### config.mk
export PLATFORM = sky130hd
export DESIGN_NAME = clr_responder
export DESIGN_NICKNAME = d
export VERILOG_FILES = /design/src/include/clr_pkg.sv /design/src/include/clr_leaf_if.sv /design/src/rtl/clr_responder.sv /design/src/rtl/clr_leaf_table.sv
export VERILOG_INCLUDE_DIRS = /design/src /design/src/include
export SDC_FILE = /design/constraint.sdc
export NUM_CORES = 1
export LEC_CHECK = 0
export CAP_MARGIN = 20
export CELL_PAD_IN_SITES_DETAIL_PLACEMENT = 1
export CELL_PAD_IN_SITES_GLOBAL_PLACEMENT = 2
export CORE_ASPECT_RATIO = 1.1
export CORE_MARGIN = 1.5
export CORE_UTILIZATION = 44
export CTS_BUF_LIST = sky130_fd_sc_hd__clkbuf_4 sky130_fd_sc_hd__clkbuf_8
export DETAILED_ROUTE_END_ITERATION = 10
export DONT_BUFFER_PORTS = 1
export HOLD_SLACK_MARGIN = 0.06
export PLACE_DENSITY = 0.88
export SETUP_SLACK_MARGIN = 0.1
export SYNTH_ARGS = -nofsm -noshare
export SYNTH_HDL_FRONTEND = slang
export SYNTH_HIERARCHICAL = 1
export SYNTH_SLANG_ARGS = --single-unit
### constraint.sdc
create_clock -name aclk -period 5.72 [get_ports aclk]
set_clock_uncertainty 0.1 [all_clocks]
set_input_delay 0.572 -clock aclk [delete_from_list [all_inputs] [get_ports aclk]]
set_output_delay 0.572 -clock aclk [all_outputs]
set_load 0.01 [all_outputs]
### src/include/clr_map.svh
`ifndef CLR_MAP_SVH
`define CLR_MAP_SVH
// Register byte offsets.
`define CLR_OFF_CTRL 8'h00
`define CLR_OFF_OPC 8'h04
`define CLR_OFF_STAT 8'h08
`define CLR_OFF_EAX 8'h10
`define CLR_OFF_EBX 8'h14
`define CLR_OFF_ECX 8'h18
`define CLR_OFF_EDX 8'h1c
// Field positions and reset values.
`define CLR_START_BIT 0
`define CLR_PRES_BIT 21
`define CLR_DONE_BIT 0
`define CLR_BADOP_BIT 1
`define CLR_OPC_RST 16'h0000
`define CLR_PRES_RST 1'b0
// Query opcode and leaf numbers.
`define CLR_QUERY_OPC 16'h0fa2
`define CLR_LEAF_STD0 32'h0000_0000
`define CLR_LEAF_VER 32'h0000_0001
`define CLR_LEAF_CACHE 32'h0000_0002
`define CLR_EXT_BASE 32'h8000_0000
`define CLR_LEAF_XVER 32'h8000_0001
`define CLR_LEAF_NAME0 32'h8000_0002
`define CLR_LEAF_NAME1 32'h8000_0003
`define CLR_LEAF_NAME2 32'h8000_0004
`define CLR_LEAF_XL1 32'h8000_0005
`define CLR_NAME_FIRST 3'h2
// Returned constants.
`define CLR_STD_MAX 32'h0000_0002
`define CLR_EXT_MAX 32'h8000_0005
`define CLR_STD_FEAT 32'h0080_8131
`define CLR_EXT_FEAT 32'h0180_8131
`define CLR_CACHE_EAX 32'h0000_7001
`define CLR_CACHE_EDX 32'h0000_0080
// Bus answers.
`define CLR_RESP_OK 2'b00
`define CLR_RESP_ERR 2'b10
`endif

### src/include/clr_pkg.sv
package clr_pkg;
  typedef enum logic [1:0] {
    CLR_IDLE = 2'b01,
    CLR_EXEC = 2'b10
  } clr_fsm_t;

  typedef struct packed {
    clr_fsm_t fsm;
    logic start;
    logic pres;
    logic [15:0] opc;
    logic [31:0] eax;
    logic [31:0] ebx;
    logic [31:0] ecx;
    logic [31:0] edx;
    logic done;
    logic bad_op;
    logic aw_rdy;
    logic w_rdy;
    logic bvalid;
    logic [1:0] bresp;
    logic ar_rdy;
    logic rvalid;
    logic [1:0] rresp;
    logic [31:0] rdata;
  } clr_state_t;
endpackage

### src/include/clr_leaf_if.sv
`timescale 1ns/1ps
interface clr_leaf_if;
  logic [31:0] leaf;
  logic [31:0] eax;
  logic [31:0] ebx;
  logic [31:0] ecx;
  logic [31:0] edx;
  modport req (output leaf, input eax, input ebx, input ecx, input edx);
  modport tbl (input leaf, output eax, output ebx, output ecx, output edx);
endinterface

### src/rtl/clr_responder.sv
// The address map and the AXI4-Lite register port are this design's own decisions.
`timescale 1ns/1ps
`include "clr_map.svh"
// Behaviour
// - Execution runs only when the opcode register holds 0fa2.
// - Bit 21 of the control word is freely writable and reads back.
// - The leaf comes from EAX as it stands; results land in EAX to EDX.
// - Standard leaves 0 to 2 and extended leaves 80000000h to 5h answer.
// - Leaf 1 and leaf 80000001h return the version and feature words.
// - Leaf 2 returns the TLB and cache descriptors.
// - Extended leaves 2h to 4h together return the product name.
// - Extended leaf 5h returns the TLB and first-level cache words.
// - Leaf 0 returns the highest standard leaf, 2, in EAX.
// - Leaf 0 returns the vendor string in EBX, then EDX, then ECX.
// - Leaf 1 EAX holds stepping, model, family and type, upper half zero.
// - Leaf 1 returns zero in EBX and ECX.
// - Leaf 1 EDX sets bits 0, 4, 5, 8, 15 and 23.
// - Every other leaf 1 EDX bit reads as zero.
// - Leaf 80000000h returns 80000005h in EAX and zero elsewhere.
module clr_responder
  import clr_pkg::*;
#(
  // Identity values below are arbitrary.
  parameter logic [95:0] VENDOR_STR = "NeutralCores",
  parameter logic [3:0] STEPPING = 4'h1,
  parameter logic [3:0] MODEL = 4'h2,
  parameter logic [3:0] FAMILY = 4'h3,
  parameter logic [3:0] PTYPE = 4'h1
) (
  // Clock and reset
  input wire logic aclk,
  input wire logic aresetn,
  // Write address
  input wire logic [7:0] awaddr,
  input wire logic [2:0] awprot,
  input wire logic awvalid,
  output logic awready,
  // Write data
  input wire logic [31:0] wdata,
  input wire logic [3:0] wstrb,
  input wire logic wvalid,
  output logic wready,
  // Write response
  output logic [1:0] bresp,
  output logic bvalid,
  input wire logic bready,
  // Read address
  input wire logic [7:0] araddr,
  input wire logic [2:0] arprot,
  input wire logic arvalid,
  output logic arready,
  // Read data
  output logic [31:0] rdata,
  output logic [1:0] rresp,
  output logic rvalid,
  input wire logic rready,
  // Flag state
  output logic presence_toggle_bit
);

  ////////////////////////////////////////////////////////////////////////
  localparam clr_state_t RST = '{
    fsm: CLR_IDLE,
    opc: `CLR_OPC_RST,
    pres: `CLR_PRES_RST,
    default: '0
  };

  clr_state_t s_q;
  clr_state_t s_d;
  clr_leaf_if lk ();

  logic wr;
  logic rd;
  logic wr_ctrl;
  logic stat_clr;
  logic pres_in;

  ////////////////////////////////////////////////////////////////////////
  function automatic logic is_mapped(input logic [7:0] a);
    return a == `CLR_OFF_CTRL || a == `CLR_OFF_OPC ||
      a == `CLR_OFF_STAT || a == `CLR_OFF_EAX || a == `CLR_OFF_EBX ||
      a == `CLR_OFF_ECX || a == `CLR_OFF_EDX;
  endfunction

  function automatic logic [31:0] merge(input logic [31:0] old,
    input logic [31:0] nw, input logic [3:0] be);
    logic [31:0] r;
    r = old;
    for (int i = 0; i < 4; i++) begin
      if (be[i]) begin
        r[8 * i +: 8] = nw[8 * i +: 8];
      end
    end
    return r;
  endfunction

  ////////////////////////////////////////////////////////////////////////
  // Address and data are taken together in one beat; the master holds
  // both valid until then, so waiting for the pair costs one cycle only.
  assign wr = s_q.aw_rdy && awvalid && s_q.w_rdy && wvalid;
  assign rd = s_q.ar_rdy && arvalid;
  assign wr_ctrl = wr && awaddr == `CLR_OFF_CTRL;
  assign stat_clr = wr && awaddr == `CLR_OFF_STAT && wstrb[0] &&
    wdata[`CLR_DONE_BIT];
  assign pres_in = wdata[`CLR_PRES_BIT];
  assign lk.leaf = s_q.eax;

  clr_leaf_table #(
    .VENDOR_STR(VENDOR_STR),
    .STEPPING(STEPPING),
    .MODEL(MODEL),
    .FAMILY(FAMILY),
    .PTYPE(PTYPE)
  ) u_table (
    .lk(lk)
  );

  ////////////////////////////////////////////////////////////////////////
  always_comb begin
    logic [31:0] ctrl_w;
    logic [31:0] stat_w;
    logic done_set;
    logic bad_set;
    logic [31:0] mw;
    s_d = s_q;
    mw = '0;
    ctrl_w = '0;
    ctrl_w[`CLR_PRES_BIT] = s_q.pres;
    stat_w = '0;
    stat_w[`CLR_DONE_BIT] = s_q.done;
    stat_w[`CLR_BADOP_BIT] = s_q.bad_op;
    done_set = 1'b0;
    bad_set = 1'b0;

    // Ready strobes are one-cycle pulses, never raised while an answer
    // is still waiting to be taken.
    s_d.aw_rdy = awvalid && wvalid && !s_q.bvalid && !s_q.aw_rdy;
    s_d.w_rdy = awvalid && wvalid && !s_q.bvalid && !s_q.w_rdy;
    s_d.ar_rdy = arvalid && !s_q.rvalid && !s_q.ar_rdy;

    // A start that arrives while a query runs is kept for the next idle.
    s_d.start = s_q.start && s_q.fsm != CLR_IDLE;

    if (wr) begin
      s_d.bvalid = 1'b1;
      s_d.bresp = is_mapped(awaddr) ? `CLR_RESP_OK : `CLR_RESP_ERR;
      unique case (awaddr)
        `CLR_OFF_CTRL: begin
          mw = merge(ctrl_w, wdata, wstrb);
          s_d.pres = mw[`CLR_PRES_BIT];
          if (wstrb[0] && wdata[`CLR_START_BIT]) begin
            s_d.start = 1'b1;
          end
        end
        `CLR_OFF_OPC: begin
          mw = merge({16'h0000, s_q.opc}, wdata, wstrb);
          s_d.opc = mw[15:0];
        end
        `CLR_OFF_EAX: begin
          s_d.eax = merge(s_q.eax, wdata, wstrb);
        end
        `CLR_OFF_EBX: begin
          s_d.ebx = merge(s_q.ebx, wdata, wstrb);
        end
        `CLR_OFF_ECX: begin
          s_d.ecx = merge(s_q.ecx, wdata, wstrb);
        end
        `CLR_OFF_EDX: begin
          s_d.edx = merge(s_q.edx, wdata, wstrb);
        end
        default: begin
          s_d.bvalid = 1'b1;
        end
      endcase
    end else if (bready) begin
      s_d.bvalid = 1'b0;
    end

    if (rd) begin
      s_d.rvalid = 1'b1;
      s_d.rresp = is_mapped(araddr) ? `CLR_RESP_OK : `CLR_RESP_ERR;
      unique case (araddr)
        `CLR_OFF_CTRL: s_d.rdata = ctrl_w;
        `CLR_OFF_OPC: s_d.rdata = {16'h0000, s_q.opc};
        `CLR_OFF_STAT: s_d.rdata = stat_w;
        `CLR_OFF_EAX: s_d.rdata = s_q.eax;
        `CLR_OFF_EBX: s_d.rdata = s_q.ebx;
        `CLR_OFF_ECX: s_d.rdata = s_q.ecx;
        `CLR_OFF_EDX: s_d.rdata = s_q.edx;
        default: s_d.rdata = '0;
      endcase
    end else if (rready) begin
      s_d.rvalid = 1'b0;
    end

    unique case (s_q.fsm)
      CLR_IDLE: begin
        if (s_q.start) begin
          s_d.start = wr_ctrl && wstrb[0] && wdata[`CLR_START_BIT];
          if (s_q.opc == `CLR_QUERY_OPC) begin
            s_d.fsm = CLR_EXEC;
          end else begin
            bad_set = 1'b1;
            done_set = 1'b1;
          end
        end
      end
      CLR_EXEC: begin
        // The table result overrides a software write in the same cycle.
        s_d.eax = lk.eax;
        s_d.ebx = lk.ebx;
        s_d.ecx = lk.ecx;
        s_d.edx = lk.edx;
        done_set = 1'b1;
        s_d.fsm = CLR_IDLE;
      end
      default: begin
        s_d.fsm = CLR_IDLE;
      end
    endcase

    // Both status bits are cleared by writing one to the done bit; a new event wins.
    s_d.done = done_set || (s_q.done && !stat_clr);
    s_d.bad_op = bad_set || (s_q.bad_op && !stat_clr);
  end

  always_ff @(posedge aclk) begin
    if (!aresetn) begin
      s_q <= RST;
    end else begin
      s_q <= s_d;
    end
  end

  ////////////////////////////////////////////////////////////////////////
  assign awready = s_q.aw_rdy;
  assign wready = s_q.w_rdy;
  assign bvalid = s_q.bvalid;
  assign bresp = s_q.bresp;
  assign arready = s_q.ar_rdy;
  assign rvalid = s_q.rvalid;
  assign rresp = s_q.rresp;
  assign rdata = s_q.rdata;
  assign presence_toggle_bit = s_q.pres;
endmodule

### src/rtl/clr_leaf_table.sv
`timescale 1ns/1ps
`include "clr_map.svh"
module clr_leaf_table #(
  // Identity values below are arbitrary.
  parameter logic [95:0] VENDOR_STR = "NeutralCores",
  parameter logic [383:0] NAME_STR =
    "Generic Identity Query Responder, Neutral Build.",
  parameter logic [3:0] STEPPING = 4'h1,
  parameter logic [3:0] MODEL = 4'h2,
  parameter logic [3:0] FAMILY = 4'h3,
  parameter logic [3:0] PTYPE = 4'h1,
  parameter logic [31:0] XL1_TLB = 32'h0000_0000,
  parameter logic [31:0] XL1_CACHE = 32'h0000_0000
) (
  // Leaf request and result words
  clr_leaf_if.tbl lk
);

  ////////////////////////////////////////////////////////////////////////
  // Strings are packed first character in the low byte of each word.
  function automatic logic [31:0] swap32(input logic [31:0] w);
    return {w[7:0], w[15:8], w[23:16], w[31:24]};
  endfunction

  function automatic logic [31:0] name_word(input logic [3:0] k);
    return swap32(NAME_STR[383 - 32 * k -: 32]);
  endfunction

  ////////////////////////////////////////////////////////////////////////
  always_comb begin
    logic [1:0] n;
    n = 2'(lk.leaf[2:0] - `CLR_NAME_FIRST);
    lk.eax = '0;
    lk.ebx = '0;
    lk.ecx = '0;
    lk.edx = '0;
    case (lk.leaf)
      `CLR_LEAF_STD0: begin
        lk.eax = `CLR_STD_MAX;
        lk.ebx = swap32(VENDOR_STR[95:64]);
        lk.edx = swap32(VENDOR_STR[63:32]);
        lk.ecx = swap32(VENDOR_STR[31:0]);
      end
      `CLR_LEAF_VER, `CLR_LEAF_XVER: begin
        lk.eax = {16'h0000, PTYPE, FAMILY, MODEL, STEPPING};
        lk.edx = lk.leaf[31] ? `CLR_EXT_FEAT : `CLR_STD_FEAT;
      end
      `CLR_LEAF_CACHE: begin
        lk.eax = `CLR_CACHE_EAX;
        lk.edx = `CLR_CACHE_EDX;
      end
      `CLR_EXT_BASE: begin
        lk.eax = `CLR_EXT_MAX;
      end
      `CLR_LEAF_NAME0, `CLR_LEAF_NAME1, `CLR_LEAF_NAME2: begin
        lk.eax = name_word({n, 2'd0});
        lk.ebx = name_word({n, 2'd1});
        lk.ecx = name_word({n, 2'd2});
        lk.edx = name_word({n, 2'd3});
      end
      `CLR_LEAF_XL1: begin
        lk.ebx = XL1_TLB;
        lk.ecx = XL1_CACHE;
      end
      default: begin
        lk.eax = '0;
      end
    endcase
  end

endmodule

==> results.toml <==
[cts]
path_clk_slew_ps = 100
cts-root-buf = "clkbuf_8"
insertion_delay_ps = 480
cts-buffers-inserted = 17
htreeDepth = 4
post_cts_resized = 0
cts_buffer_depth = 2
cts_tree = "built"
cts_hold_buffers = 0
clock_sinks = 189
cts_setup_buffers = 0

[grt]
antenna_found_initial = 0
track_usage = 0.269
grt_pass1_vias = 8571
grt.overflow.total = 0
grt_pass1_wl_microns = 50300
grt_max_degree = 170

[worst_setup_path]
cp-start-kind = "register"
critical_path_required_ps = 6000
endpoint_kind = "register"
crit_type = "reg -> reg"
cp_max_fo = 13
critPathArrivalTime_ps = 3630

[sta]
fin_crit_sh = 0.585
relSlewSlack = 0.196
hold_viol = 0
max_freq_ghz = 0.299
final.setup.tns_ps = 0
finalCriticalPeriod_ps = 3350
slew_viol_final = 0
rsz0062_at_grt = "no"
setup_viol = 0
worst_pin_slew_ps = 1210

[placed_design]
numPortBuffers = 0
place.gp.congestion = 0.836
dp_hpwl_microns = 22100

[cells_and_area]
final_cell_mix = "dfxtp_1, inv_1, o21ai_0, a221oi_1, nand2_1"
mostFrequentLayoutCell = "dfxtp_1"
finish.utilization = 0.434
n_antenna_cell = 0
fin_nets = 1126
layout-drive-gt1-share = 0.0911
syn2layout_area_growth_pct = -3.58

[logic_synthesis]
synth_seq_area_share = 0.366
synthCells = 1206
syn_area_per_cell_sq_um = 8.58
synth-main-ff-cell = "dfxtp_1"
synth_area_leader_cell = "dfxtp_1"
synth_edf_count = 0
synth-async-reset-ratio = 0
netlist_area_sq_mm = 0.0103
synth_cell_types = 56
ys_ff_latch = 189
synthTopCellsByArea = "dfxtp_1, a221oi_1, buf_4, o21ai_0, inv_1"
synth_top_area_share = 0.366
synth-warning-count = 6

[route]
wl_per_cell_microns = 23.7
routed_wl_microns = 32400
ant_nets = 0
first_pass_iters = 7
vias = 8338
vias_per_cell = 6.11
drtIter0Drc = 688
drcViolationCount = 0

[die]
rows = 58
die_w_microns = 149
die_y_microns = 164
ios = 107
fp.dieArea_sq_mm = 0.0244
core_sq_mm = 0.0230
start_util = 0.450

[power]
vdd_drop_max_mv = 0.114
power_density_mw_per_mm2 = 230
leakagePower_nw = 3.25
power_mw = 2.29

[status]
status = "completed"

[run]
cap_violations = 0

[min_path]
hold_path_class = "in -> reg"
-- metal layers --
layer  vias to the layer above  wire (microns)  GRT usage
li1                       3887               -          -
met1                      4129           14300      0.349
met2                       263           15200      0.448
met3                        59            1790     0.0439
met4                         0            1030      0.101
met5                         -               0          0
-- state kept, by name, summed over array words and instances, names as in the netlist --
| name | flops |
|---|---|
| rdata | 32 |
| rvalid | 1 |
| bvalid | 1 |
| rresp | 1 |
| lk.leaf | 32 |
| s_q | 117 |
| presence_toggle_bit | 1 |
| bresp | 1 |
| arready | 1 |
| awready | 1 |
| wready | 1 |
-- worst paths after layout --
path | start | end | slack, ps | depth (start not counted)
hold reg to reg | s_q[126] | s_q[126] | 370 | 2
setup / recovery | lk.leaf[29] | s_q[56] | 2370 | 6
setup reg to reg | lk.leaf[29] | s_q[56] | 2370 | 6
hold / removal | wdata[9] | s_q[180] | 130 | 2
-- cells in the mapped netlist (all sizes together) (2+ instances only) --
cell and number:
mux2 2, or4 2, a22o 15, clkbuf 62, a221oi 129, inv 140, nand3 5, mux2i 34
o21ai 135, nand4 6, dfxtp 189, nor2 37, mux4 15, nor4 11, and3 10, buf 147
nand2b 5, a22oi 15, o211ai 15, and2 18, a21oi 80, nor2b 5, conb 2, a21o 2
ha 8, o2bb2ai 15, nor3 4, nor4b 3, a311oi 3, and4 3, and4b 2, nand2 77
-- power by group --
group / switching [mW] / total [mW] / internal (mW)
Clock: 0.513 / 0.908 / 0.395
Sequential: 0.00217 / 1.32 / 1.32
Combinational: 0.0402 / 0.0636 / 0.0234
-- per-stage QoR --
step / setup slack [ps] / instances / hold slack [ps] / instance area, sq um
5_1_grt: 2260 / 1365 / 112 / 9980
3_3_place_gp: 2680 / 1333 / 344 / 9590
4_1_cts: 2510 / 1364 / 114 / 9970
2_1_floorplan: 3460 / 1232 / 326 / 10400
3_5_place_dp: 2530 / 1333 / 353 / 9590
6_report: 2370 / 1365 / 127 / 9980
-- cell type report --
class	count	area (sq um)
Clock buffer	18	241
Fill cell	2719	13000
Tap cell	300	375
Inverter	140	526
Clock inverter	13	139
Timing Repair Buffer	11	82.6
Multi-Input combinational cell	694	4830
Sequential cell	189	3780
-- worst max-delay path, cell delays in order, from the launching register on --
cell and delay, ps:
dfxtp_1 360, nor4_4 380, nor2b_1 580, nand2_2 350
a21oi_1 1010, o21ai_0 200, a221oi_1 260
-- cell families (layout without fill, tap and decap cells) --
group           Yosys count  count (layout)  share of synthesized area
compound gates          415             415                      0.282
mux                      51              51                     0.0677
simple gates            192             192                     0.0954
other cells               2              28                   0.000726
flops                   189             189                      0.366
fa+ha+maj                 8               8                    0.00968
buf+inv                 349             182                      0.179
Note: power is estimated with default switching activity, not from simulation.
